--- config.mk ---
export PLATFORM = sky130hd
export DESIGN_NAME = lfs_top
export DESIGN_NICKNAME = d
export VERILOG_FILES = /design/src/hw/lfs_pkg.sv /design/src/hw/lfs_sync_if.sv /design/src/hw/lfs_sync.sv /design/src/hw/lfs_top.sv
export SDC_FILE = /design/constraint.sdc
export NUM_CORES = 1
export LEC_CHECK = 0
export BUFFER_PORTS_ARGS = -buffer_cell sky130_fd_sc_hd__buf_2
export CORE_MARGIN = 2
export CORE_UTILIZATION = 40
export DETAILED_ROUTE_END_ITERATION = 6
export GPL_TIMING_DRIVEN = 0
export HOLD_SLACK_MARGIN = 0.06
export PLACE_DENSITY_LB_ADDON = 0.05
export SETUP_SLACK_MARGIN = 0.05
export SYNTH_ARGS = -nofsm -noshare
export SYNTH_HDL_FRONTEND = slang
export SYNTH_SLANG_ARGS = --single-unit
--- constraint.sdc ---
create_clock -name hclk -period 2.71 [get_ports hclk]
set_input_delay 0.542 -clock hclk [delete_from_list [all_inputs] [get_ports hclk]]
set_output_delay 0.542 -clock hclk [all_outputs]
set_load 0.03 [all_outputs]
--- src/hw/lfs_pkg.sv ---
// Package of constants and types for the laser fault status indicator
package lfs_pkg;
    localparam int unsigned CLK_HZ          = 100_000_000;
    localparam int unsigned ENABLE_DELAY_MS = 5000;
    localparam int unsigned PAUSE_MS        = 500;
    localparam int unsigned BLINK_ON_MS     = 250;
    localparam int unsigned BLINK_OFF_MS    = 250;
    localparam int unsigned FLASH_HALF_MS   = 250;
    localparam int unsigned MS_CYCLES       = CLK_HZ / 1000;
    localparam int unsigned ENABLE_DELAY_CYC = ENABLE_DELAY_MS * MS_CYCLES;
    localparam int unsigned PAUSE_CYC       = PAUSE_MS * MS_CYCLES;
    localparam int unsigned BLINK_ON_CYC    = BLINK_ON_MS * MS_CYCLES;
    localparam int unsigned BLINK_OFF_CYC   = BLINK_OFF_MS * MS_CYCLES;
    localparam int unsigned FLASH_HALF_CYC  = FLASH_HALF_MS * MS_CYCLES;
    localparam int unsigned EMIT_MIN_US     = 2;
    localparam int unsigned EMIT_MIN_CYC    = EMIT_MIN_US * (CLK_HZ / 1_000_000);
    localparam int unsigned EMIT_HOLD_MS    = 100;
    localparam int unsigned EMIT_HOLD_CYC   = EMIT_HOLD_MS * MS_CYCLES;
    localparam int          CNT_W           = 32;
    localparam int          SYNC_W          = 3;

    // Register map
    localparam logic [11:0] ADDR_STATUS  = 12'h000;
    localparam logic [11:0] ADDR_MASK    = 12'h004;
    localparam logic [11:0] ADDR_FAULTS  = 12'h008;
    localparam logic [11:0] ADDR_CTRL    = 12'h00C;
    localparam int          NFAULT       = 5;
    localparam int          FB_OVER_TEMP = 0;
    localparam int          FB_UNDER_V   = 1;
    localparam int          FB_OVER_V    = 2;
    localparam int          FB_SUPPLY    = 3;
    localparam int          FB_PWDRIVE   = 4;
    localparam int          EV_ENABLE    = 5;
    localparam int          NEVENT       = 6;
    localparam int          CTRL_FORCE_OFF = 0;
    localparam logic [2:0]  CODE_UNDER_V = 3'h1;
    localparam logic [2:0]  CODE_OVER_V  = 3'h2;
    localparam logic [2:0]  CODE_SUPPLY  = 3'h3;

    typedef enum logic [2:0] {
        DISP_NONE,
        DISP_FLASH_READY,
        DISP_FLASH_BOTH,
        DISP_CODE_POWER
    } lfs_disp_t;
endpackage

--- src/hw/lfs_sync_if.sv ---
// Interface carrying one synchronised input between modules
`timescale 1ns/1ns
interface lfs_sync_if;
    logic raw;
    logic level;
    modport src (input level, output raw);
    modport syn (input raw, output level);
endinterface

--- src/hw/lfs_sync.sv ---
// Three-stage synchroniser with agreement check
`timescale 1ns/1ns
module lfs_sync
    import lfs_pkg::*;
(
    input  wire logic hclk,
    input  wire logic hresetn,
    lfs_sync_if.syn   s
);
    logic [SYNC_W-1:0] sh_q;
    logic [SYNC_W-1:0] sh_d;
    logic              lvl_q;
    logic              lvl_d;

    always_comb
    begin
        sh_d  = {sh_q[SYNC_W-2:0], s.raw};
        lvl_d = lvl_q;
        // First stage feeds only the second
        if (sh_q[1] == sh_q[2])
        begin
            lvl_d = sh_q[2];
        end
    end

    always_ff @(posedge hclk or negedge hresetn)
    begin
        if (!hresetn)
        begin
            sh_q  <= '0;
            lvl_q <= 1'b0;
        end
        else
        begin
            sh_q  <= sh_d;
            lvl_q <= lvl_d;
        end
    end

    assign s.level = lvl_q;
endmodule

--- src/hw/lfs_top.sv ---
// Laser status lamps, fault latching, blink codes and emission gating
//
// The placing of the registers and register access over AHB-Lite are this design's own decisions.
`timescale 1ns/1ns
// Overview of operation
// - Power lamp steady on when supplied and no blinking fault latched.
// - Enable lights ready lamp; tickle passes to RF after five seconds.
// - Emission lamp lights when command pulses are long enough to emission_indicator.
// - Coded faults blink on power lamp, half-second pause, then repeat.
// - Faults stay latched until power cycle resets the logic.
// - Over temperature flashes ready lamp, power lamp stays steady.
// - Over temperature clears only if cool at reset; ready then steady.
// - Under voltage at or below threshold: one power lamp blink.
// - Over voltage at or above threshold: two power lamp blinks.
// - After voltage fault cleared, power and ready lamps light normally.
// - Supply sense fault: three power lamp blinks.
// - Pulse-width or control board fault flashes both lamps.
module lfs_top
    import lfs_pkg::*;
#(
    parameter int unsigned ENABLE_CYC = ENABLE_DELAY_CYC,
    parameter int unsigned PAUSE_C    = PAUSE_CYC,
    parameter int unsigned ON_C       = BLINK_ON_CYC,
    parameter int unsigned OFF_C      = BLINK_OFF_CYC,
    parameter int unsigned FLASH_C    = FLASH_HALF_CYC,
    parameter int unsigned EMIT_HOLD_C = EMIT_HOLD_CYC
)
(
    input  wire logic        hclk,
    input  wire logic        hresetn,
    input  wire logic        hsel,
    input  wire logic [31:0] haddr,
    input  wire logic [1:0]  htrans,
    input  wire logic        hwrite,
    input  wire logic [2:0]  hsize,
    input  wire logic [31:0] hwdata,
    input  wire logic        hready,
    output logic      [31:0] hrdata,
    output logic             hreadyout,
    output logic             hresp,
    input  wire logic        emission_enable,
    input  wire logic        pw_command,
    input  wire logic        tickle_in,
    input  wire logic        over_temp,
    input  wire logic        under_voltage,
    input  wire logic        over_voltage,
    input  wire logic        supply_sense_fault,
    input  wire logic        pw_drive_fault,
    output logic             power_indicator,
    output logic             ready_indicator,
    output logic             emission_indicator,
    output logic             rf_drive,
    output logic             irq
);
    import lfs_pkg::*;

    localparam int NIN = 7;
    logic [NIN-1:0] raw_in;
    logic [NIN-1:0] syn_in;
    assign raw_in = {pw_drive_fault, supply_sense_fault, over_voltage, under_voltage,
                     over_temp, pw_command, emission_enable};

    generate
        for (genvar g = 0; g < NIN; g++)
        begin : g_sync
            lfs_sync_if sif ();
            assign sif.raw = raw_in[g];
            assign syn_in[g] = sif.level;
            lfs_sync u_sync (.hclk(hclk), .hresetn(hresetn), .s(sif));
        end
    endgenerate

    logic en_s;
    logic pw_s;
    logic [NFAULT-1:0] cond;
    assign en_s = syn_in[0];
    assign pw_s = syn_in[1];
    assign cond = syn_in[6:2];

    // Fault latches; only hresetn (power cycle) clears them
    logic [NFAULT-1:0] flt_q;
    logic [NFAULT-1:0] flt_d;
    always_comb
    begin
        flt_d = flt_q | cond;
    end

    // Fault display selection by priority
    lfs_disp_t    disp;
    logic [2:0]   code_n;
    always_comb
    begin
        disp   = DISP_NONE;
        code_n = 3'h0;
        if (flt_q[FB_PWDRIVE])
        begin
            disp = DISP_FLASH_BOTH;
        end
        else if (flt_q[FB_SUPPLY])
        begin
            disp   = DISP_CODE_POWER;
            code_n = CODE_SUPPLY;
        end
        else if (flt_q[FB_OVER_V])
        begin
            disp   = DISP_CODE_POWER;
            code_n = CODE_OVER_V;
        end
        else if (flt_q[FB_UNDER_V])
        begin
            disp   = DISP_CODE_POWER;
            code_n = CODE_UNDER_V;
        end
        else if (flt_q[FB_OVER_TEMP])
        begin
            disp = DISP_FLASH_READY;
        end
    end

    // Blink sequencer: code blinks then pause, or continuous flash
    typedef enum logic [1:0] {SEQ_ON, SEQ_OFF, SEQ_PAUSE} lfs_seq_t;
    lfs_seq_t          seq_q;
    lfs_seq_t          seq_d;
    logic [CNT_W-1:0]  tm_q;
    logic [CNT_W-1:0]  tm_d;
    logic [2:0]        bl_q;
    logic [2:0]        bl_d;
    logic              fl_q;
    logic              fl_d;
    always_comb
    begin
        seq_d = seq_q;
        tm_d  = tm_q + 32'h1;
        bl_d  = bl_q;
        fl_d  = fl_q;
        if (disp == DISP_FLASH_READY || disp == DISP_FLASH_BOTH)
        begin
            if (tm_q >= CNT_W'(FLASH_C - 1))
            begin
                tm_d = '0;
                fl_d = ~fl_q;
            end
        end
        else if (disp == DISP_CODE_POWER)
        begin
            case (seq_q)
                SEQ_ON:
                begin
                    if (tm_q >= CNT_W'(ON_C - 1))
                    begin
                        tm_d  = '0;
                        seq_d = SEQ_OFF;
                        bl_d  = bl_q + 3'h1;
                    end
                end
                SEQ_OFF:
                begin
                    if (tm_q >= CNT_W'(OFF_C - 1))
                    begin
                        tm_d  = '0;
                        seq_d = (bl_q >= code_n) ? SEQ_PAUSE : SEQ_ON;
                    end
                end
                SEQ_PAUSE:
                begin
                    if (tm_q >= CNT_W'(PAUSE_C - 1))
                    begin
                        tm_d  = '0;
                        bl_d  = 3'h0;
                        seq_d = SEQ_ON;
                    end
                end
                default:
                begin
                    seq_d = SEQ_ON;
                end
            endcase
        end
        else
        begin
            tm_d  = '0;
            bl_d  = 3'h0;
            seq_d = SEQ_ON;
        end
    end

    // Enable delay, tickle pass-through and emission detect
    logic [CNT_W-1:0] dly_q;
    logic [CNT_W-1:0] dly_d;
    logic             armed;
    logic [CNT_W-1:0] pwc_q;
    logic [CNT_W-1:0] pwc_d;
    logic [CNT_W-1:0] eh_q;
    logic [CNT_W-1:0] eh_d;
    logic             force_off_q;
    always_comb
    begin
        dly_d = '0;
        if (en_s && flt_q == '0)
        begin
            dly_d = (dly_q >= CNT_W'(ENABLE_CYC)) ? dly_q : dly_q + 32'h1;
        end
        pwc_d = pw_s ? ((pwc_q == '1) ? pwc_q : pwc_q + 32'h1) : '0;
        eh_d  = (eh_q == '0) ? eh_q : eh_q - 32'h1;
        // Short command pulses do not emission_indicator; require minimum width
        if (armed && pwc_q >= CNT_W'(EMIT_MIN_CYC))
        begin
            eh_d = CNT_W'(EMIT_HOLD_C);
        end
    end
    assign armed = (dly_q >= CNT_W'(ENABLE_CYC)) && !force_off_q;

    // Register file
    logic [NEVENT-1:0] st_q;
    logic [NEVENT-1:0] st_d;
    logic [NEVENT-1:0] mask_q;
    logic [NEVENT-1:0] mask_d;
    logic              force_off_d;
    logic              dp_wr_q;
    logic [11:0]       dp_addr_q;
    logic              ap_go;
    logic              en_prev_q;
    logic [NEVENT-1:0] ev;
    assign ap_go = hsel && hready && htrans[1];
    assign ev    = {armed && !en_prev_q, cond & ~flt_q};

    always_comb
    begin
        st_d        = st_q;
        mask_d      = mask_q;
        force_off_d = force_off_q;
        if (dp_wr_q)
        begin
            case (dp_addr_q)
                ADDR_STATUS: st_d = st_q & ~hwdata[NEVENT-1:0];
                ADDR_MASK:   mask_d = hwdata[NEVENT-1:0];
                ADDR_CTRL:   force_off_d = hwdata[CTRL_FORCE_OFF];
                default:     st_d = st_q;
            endcase
        end
        // Set wins over clear
        st_d = st_d | ev;
    end

    always_ff @(posedge hclk or negedge hresetn)
    begin
        if (!hresetn)
        begin
            flt_q       <= '0;
            seq_q       <= SEQ_ON;
            tm_q        <= '0;
            bl_q        <= 3'h0;
            fl_q        <= 1'b0;
            dly_q       <= '0;
            pwc_q       <= '0;
            eh_q        <= '0;
            st_q        <= '0;
            mask_q      <= '0;
            force_off_q <= 1'b0;
            dp_wr_q     <= 1'b0;
            dp_addr_q   <= '0;
            en_prev_q   <= 1'b0;
            hrdata      <= '0;
        end
        else
        begin
            flt_q       <= flt_d;
            seq_q       <= seq_d;
            tm_q        <= tm_d;
            bl_q        <= bl_d;
            fl_q        <= fl_d;
            dly_q       <= dly_d;
            pwc_q       <= pwc_d;
            eh_q        <= eh_d;
            st_q        <= st_d;
            mask_q      <= mask_d;
            force_off_q <= force_off_d;
            dp_wr_q     <= ap_go && hwrite;
            dp_addr_q   <= haddr[11:0];
            en_prev_q   <= armed;
            hrdata      <= '0;
            if (ap_go && !hwrite)
            begin
                case (haddr[11:0])
                    ADDR_STATUS: hrdata <= 32'(st_q);
                    ADDR_MASK:   hrdata <= 32'(mask_q);
                    ADDR_FAULTS: hrdata <= 32'(flt_q);
                    ADDR_CTRL:   hrdata <= 32'(force_off_q);
                    default:     hrdata <= '0;
                endcase
            end
        end
    end

    assign hreadyout = 1'b1;
    assign hresp     = 1'b0;
    assign irq       = |(st_q & mask_q);

    // Lamp outputs
    always_comb
    begin
        power_indicator = 1'b1;
        ready_indicator = en_s;
        case (disp)
            DISP_FLASH_READY: ready_indicator = fl_q;
            DISP_FLASH_BOTH:
            begin
                ready_indicator = fl_q;
                power_indicator = fl_q;
            end
            DISP_CODE_POWER:  power_indicator = (seq_q == SEQ_ON);
            default:          power_indicator = 1'b1;
        endcase
    end
    assign emission_indicator = (eh_q != '0);
    assign rf_drive = armed && (flt_q == '0) && tickle_in;
endmodule

# After elaboration in Yosys (flattened, before gate mapping)
# Index checks and enable logic that the tools add are counted.
dict set report classes {
  n_eq_ne 25
  n_lt_le_gt_ge 5
  add_sub_neg 5
  reduce_logical 28
  bitwise_logic 9
  n_mux 36
}
# operator count
set op_table {}
lappend op_table {{two-way mux 32 bit} 10}
lappend op_table {{adder 32 x 1 -> 32 bit (second input constant)} 3}
lappend op_table {{case mux 32 bit (2 select lines)} 1}
lappend op_table {{equality test 12 x 4 -> 1 bit (second input constant)} 3}
lappend op_table {{equality test 32 bit (second input constant)} 1}
lappend op_table {{greater-or-equal comparator 32 x 25 -> 1 bit (second input constant)} 1}
lappend op_table {{greater-or-equal comparator 32 x 26 -> 1 bit (second input constant)} 1}
lappend op_table {{greater-or-equal comparator 32 x 29 -> 1 bit (second input constant)} 1}
lappend op_table {{greater-or-equal comparator 32 x 8 -> 1 bit (second input constant)} 1}
lappend op_table {{zero test 32 bit} 1}
lappend op_table {{nonzero test 32 bit} 1}
lappend op_table {{subtractor 32 x 1 -> 32 bit (second input constant)} 1}
lappend op_table {{equality test 12 x 3 -> 1 bit (second input constant)} 2}
lappend op_table {{zero test 12 bit} 2}
lappend op_table {{two-way mux 2 bit} 12}
lappend op_table {{case mux 6 bit (4 select lines)} 1}
lappend op_table {{two-way mux 6 bit} 3}
lappend op_table {{bitwise AND 6 bit} 2}
lappend op_table {{logical AND 1 bit} 10}
lappend op_table {{two-way mux 3 bit} 3}
lappend op_table {{inequality test 3 bit (second input constant)} 3}
lappend op_table {{AND reduction 4 bit} 2}
lappend op_table {{equality test 1 bit} 7}
lappend op_table {{equality test 2 bit (second input constant)} 3}
lappend op_table {{other kinds (23)} 33}
dict set report totals {
  wordCells 137
  input_bits 82
  ff_bits 226
  output_inout_bits 39
}

# Logic depth before layout (Yosys ltp)
dict set report logic_depth {
  word_depth 9
  mapped_depth 10
  mapped_depth_nobuf 8
}

# Modules after synthesis
# From an unflattened synthesis, not the netlist that was laid out.
dict set report unflattened {
  cells_unflattened 964
  area_unflattened_um2 9776.9
}
# module seq_area_each_um2 cells_per_inst area_each_um2 n_inst
set by_module_without_submodules {}
lappend by_module_without_submodules {lfs_top 4304.1 929 8997.4 1}
lappend by_module_without_submodules {lfs_sync 100.1 5 111.4 7}

# Least setup slack after synthesis
# No wires, ideal clock.
dict set report synth_timing {
  path_type {reg2out}
  start {register flt_q[4]}
  end {output port power_indicator}
  setup_slack_ps 290
  n_path_buf 1
  path_stages_with_launch 5
  required_time_ps 2168
  t_arrival_ps 1878
  cell_sequence {dfrtp_1 or4_1 ha_1 buf_6 o221ai_1}
}
dict set report synth_via {
  elab_chain_cells 3
  elab_cells_between_ends 4
  classes_between {2 x eq/ne; 2 x mux}
}
# item line_no
set synth_lines {}
lappend synth_lines {{start: declaration} lfs_top.sv:81} ;# logic [NFAULT-1:0] flt_q;
lappend synth_lines {{start signal: assignment} lfs_top.sv:267} ;# flt_q <= flt_d;
lappend synth_lines {{two-way mux 2 bit *} lfs_top.sv:95} ;# if (flt_q[FB_PWDRIVE])
lappend synth_lines {{equality test 2 bit} lfs_top.sv:304} ;# case (disp)
lappend synth_lines {{case mux 1 bit (2 select lines) *} lfs_top.sv:304}
lappend synth_lines {{end: declaration} lfs_top.sv:49} ;# output logic power_indicator,
# Mark *: on every way between the ends. The rest lies on a longest branch, timed or not.

# Final worst setup path
dict set report layout_timing {
  start {register flt_q[4]}
  end {output port ready_indicator}
}
dict set report layout_via {
  elab_chain_cells 4
  elab_cells_between_ends 5
  classes_between {2 x eq/ne; 2 x mux; 1 x reduce/logical}
}
# item line_no
set layout_lines {}
lappend layout_lines {{two-way mux 2 bit *} lfs_top.sv:95}
lappend layout_lines {{equality test 2 x 1 -> 1 bit or equality test 2 bit (tied branches)} lfs_top.sv:304}
lappend layout_lines {{OR reduction 2 bit (no source line) *} -}
lappend layout_lines {{two-way mux 1 bit *} lfs_top.sv:304}
lappend layout_lines {{end: declaration} lfs_top.sv:50} ;# output logic ready_indicator,
# Marked as above.

==> impl_summary.md <==
Outcome
The flow ran to the end, but the final reports show violations. The checks that failed: setup timing.

Die
Once the floorplan was initialized, standard cells occupied ~41% of the core. The die boundary height is roughly 160 um. The row count is 57. The floorplan step defined a die boundary enclosing 0.02633 sq mm. Pin placement for this block handled roughly 120 I/O pins. The x dimension of the die is ~160 um.

The core region area is 0.02446 sq mm.

Critical path
For the worst setup path, the data arrival time is approximately 2.2 ns. Data on the critical path is required at its endpoint by roughly 2.2 ns. The critical path goes through or4_4, ha_4, mux2_4, buf_6.

The family of cells with the greatest summed delay on the critical path is simple AND/OR/NAND/NOR gates. The endpoint identified for the worst register-to-register timing path is seq_q[1]$_DFFE_PN0P_. The worst-case reg-to-reg path depth is 8.

The launching point of the worst reg2reg path is tm_q[0]$_DFF_PN0_. The worst setup slack for register-to-register paths is 0.22 ns. The largest individual stage delay along the critical path comes from the cell sky130_fd_sc_hd__or4_4. The largest incremental delay on the critical path is a little under 0.6 ns. STA classifies the critical path endpoint as an output port. The worst setup path is of the register to output port kind. The number of buffers and inverters on the critical path is 1.

The worst setup path is launched from a register. The largest fanout on the critical path is 3.

Yosys
Of the total synthesized cell area, the portion taken by AND, OR, NAND and NOR gates is between 20% and 30%. After synthesis, the netlist uses 71 different library cells. For this run, asynchronously set or reset flops after synthesis account for 100.0%. The post-synthesis sequential area ratio is between 40 and 50%. Of the total synthesized cell area, the portion taken by full adders, half adders and majority gates is under 10%. The fraction of synthesized cell area taken by the top area cell type is 49.95%. The synthesized design contains 200 register bits.

Synthesis handed over a netlist of between 1000 and 1500 instances. The portion of synthesized area spent on multiplexers is between 1.5 and 2%. In this run the cell area of the synthesized design comes to between 0.01 and 0.015 sq mm. By area, the combinational part of the netlist is dominated by simple AND/OR/NAND/NOR gates.

Each instance of the synthesized netlist takes up on average 9.737 sq um. Summing the areas of all xor and xnor instances in the mapped netlist gives under 10% of the synthesized area. The synthesized netlist devotes 9.940% of its cell area to compound gates. The largest total area in the synthesized netlist belongs to sky130_fd_sc_hd__dfrtp_1. By area the synthesized netlist is led by sky130_fd_sc_hd__dfrtp_1 (50%), sky130_fd_sc_hd__nor2_1 (5.0%), sky130_fd_sc_hd__xor2_1 (3.4%), sky130_fd_sc_hd__xnor2_1 (3.1%), sky130_fd_sc_hd__nand3_1 (3.0%). Yosys mapped a number of flops with a built-in enable equal to 0.

The leading register cell type out of synthesis is sky130_fd_sc_hd__dfrtp_1. Yosys printed 0 warnings.

GRT
The global-route wire length before repair is around 38 mm. The via count of the first global-routing pass is approximately 7400. After global routing the overflow that remains totals 0. The number of antenna violations at the first check in global routing is 0.

For this run, the total global-route usage over all layers was measured as 18.03%. The largest net degree at the start of global routing is between 100 and 150.

CTS
The CTS clock-pin slew for the worst setup and hold paths is ~0.07 ns. The clock tree synthesis step divided the H-tree into 4 levels. The number of clock buffers added by TritonCTS is 17. The clock passes through at most 2 buffers. The clock tree from TritonCTS is built. The clock insertion delay at the later pin of the skew report is approximately 0.44 ns.

Clock tree synthesis selected as its root buffer the cell sky130_fd_sc_hd__clkbuf_16. The TritonCTS sink count is 200. The number of hold buffers added after CTS was 0.

Routing
The first routing iteration left approximately 470 violations. The via density per instance is approximately 5.1. The remaining antenna violation count after routing is 0.

Detailed routing inserted a total of 7544 vias. In the routed design, unresolved DRC markers number 0. The pre-antenna-repair detailed-routing pass consisted of 6 iterations. The routed wire length is 22.54 mm. After detailed routing, the average wire length per cell comes to around 15 um.

STA
The final critical-path setup slack is -0.01373 ns. For the finished layout, the period the worst path requires is approximately 2.7 ns. For the final database, setup skew stands at 0.01435 ns. Headroom to the max-slew limit came out at between 20% and 30%.

Setup violations remaining at the end of the flow were counted as 1. The period utilization is 100.5%. Setup repair after global routing could not meet its margin everywhere.

The number of failing hold endpoints at the final stage is 0. The transition at the pin with the smallest max-transition slack is ~1.0 ns. The count of final max-slew check failures was 0.

Based on the critical path, the design can be clocked at up to about 370 MHz. The final-layout worst hold slack is ~0.12 ns.

Placement
Routability-driven placement finished with a final weighted congestion of roughly 0.79. Prior to clock tree synthesis, the placed netlist has a worst setup slack of -0.2895 ns. In this run the tool buffered the top-level ports with 42 buffer cells. The HPWL reported at the end of detailed placement is between 15 and 20 mm.

Layout
The repair_antennas step left the layout with diodes totalling 0. The layout net count is around 1200. The layout overhead on the synthesized area is 17.22%.

In the final layout, the share of cells above drive strength 1 is between 10% and 20%. The commonest non-fill, non-tap cell in the layout is sky130_fd_sc_hd__dfrtp_1. The final design utilization is between 40% and 50%.

In the layout the commonest cells are sky130_fd_sc_hd__dfrtp_1 (197), sky130_fd_sc_hd__nor2_1 (131), sky130_fd_sc_hd__nand2_1 (71). The fill cell instance count of the final layout is ~2400.

Worst hold path
The worst hold path class is primary input to asynchronous set/reset pin.

Pwr
The total power per unit cell area is about 520 mW/mm^2. The maximum ir drop on the vdd rail is 0.3221 mV. Summed over all cells, the static leakage comes to roughly 5.2 nW.

Job
The max-cap violation count is 0.
metal layers:
metal,global-route usage [%],vias up,share of wire (%)
met4,2.896,0,0.58
met2,28.84,88,47
li1,-,3785,-
met3,3.447,8,2.8
met1,26.01,3663,50
met5,0,-,0
Yosys cell counts (10+ instances only):
master                       n
sky130_fd_sc_hd__xnor2_1    36
sky130_fd_sc_hd__or4_1      10
sky130_fd_sc_hd__nand3_1    60
sky130_fd_sc_hd__o21ai_0    42
sky130_fd_sc_hd__nand2b_1   10
sky130_fd_sc_hd__dfrtp_1   200
sky130_fd_sc_hd__ha_1       11
sky130_fd_sc_hd__inv_1      23
sky130_fd_sc_hd__nor4_1     30
sky130_fd_sc_hd__or2_2      10
sky130_fd_sc_hd__clkbuf_1   27
sky130_fd_sc_hd__buf_4      29
sky130_fd_sc_hd__and3_1     23
sky130_fd_sc_hd__nand4_1    21
sky130_fd_sc_hd__or3_1      33
sky130_fd_sc_hd__a21oi_1    50
sky130_fd_sc_hd__xor2_1     39
sky130_fd_sc_hd__nor3_1     29
sky130_fd_sc_hd__nand2_1    72
sky130_fd_sc_hd__nor2_1    134
stage by stage:
step	instances	power, mW	cell area [sq um]	setup TNS, ns
final	1468	6.156	11750	-0.01373
after global routing	1468	6.439	11750	-0.2734
after CTS	1465	6.244	11640	-0.2272
after detailed placement	1422	3.611	10770	-0.7929
after global placement	1421	3.601	10730	-496.09
after floorplan	1055	3.457	10120	0
worst register-to-register path: cells and delay by family, from the launching register on:
kind | cells | cell delay, ns
compound gates | 3 | 0.72
flops | 1 | 0.41
simple gates | 3 | 0.88
fa+ha+maj | 1 | 0.22
buf+inv | 1 | 0.18
logic make-up after synthesis:
logic type,after synthesis
xor gates and xnor gates,75
other,2
and+or+nand+nor,475
muxes,17
DFF,200
buffers and inverters,92
adders and majority gates,18
AOI/OAI and AO/OA,150
power breakdown:
group / total (mW) / internal (mW) / switching (mW)
Clock: 2.61 / 1.43 / 1.18
Combinational: 0.385 / 0.149 / 0.237
Sequential: 3.17 / 3.08 / 0.0893
Total: 6.16 / 4.65 / 1.50
registers in the layout, summed over array words and instances (netlist names), 6 cells and up:
| register | count |
|---|---|
| dly_q | 32 |
| pwc_q | 32 |
| g_sync.u_sync.sh_q | 21 |
| g_sync.u_sync.s.level | 7 |
| dp_addr_q | 12 |
| st_q | 6 |
| tm_q | 32 |
| eh_q | 32 |
| hrdata | 6 |
| mask_q | 6 |
what timing repair did:
item                       in CTS  in global routing
pin swaps                      14                 12
cloned                          0                  0
gates resized for setup        39                 26
setup buffers                  15                  5
setup endpoints to repair      32                 96
layout make-up:
class                   instances  area (sq um)  share of cell area (%)
clock buffers                  20         456.7                   3.888
clock inverters                11         136.4                   1.161
well taps                     324         405.4                   3.452
inverters                      23         86.33                  0.7351
flip-flops and latches        200          5009                   42.64
multi-input cells             763          4823                   41.07
repair buffers                 63         422.9                   3.601
plain buffers                  64         405.4                   3.452
worst max-delay path by stage:
stage / start / endpoint / slack, ns / depth (start not counted)
6_report: flt_q[4]$_DFF_PN0_ / ready_indicator / -0.01 / 4
5_1_grt: eh_q[7]$_DFFE_PN0P_ / emission_indicator / -0.08 / 5
4_1_cts: eh_q[0]$_DFFE_PN0P_ / emission_indicator / -0.11 / 8
3_5_place_dp: eh_q[0]$_DFFE_PN0P_ / emission_indicator / -0.29 / 8
3_3_place_gp: hresetn / eh_q[25]$_DFFE_PN0P_ / -2.50 / 1
2_1_floorplan: flt_q[4]$_DFF_PN0_ / power_indicator / 0.29 / 4
Note: power is estimated with default switching activity, not from simulation.
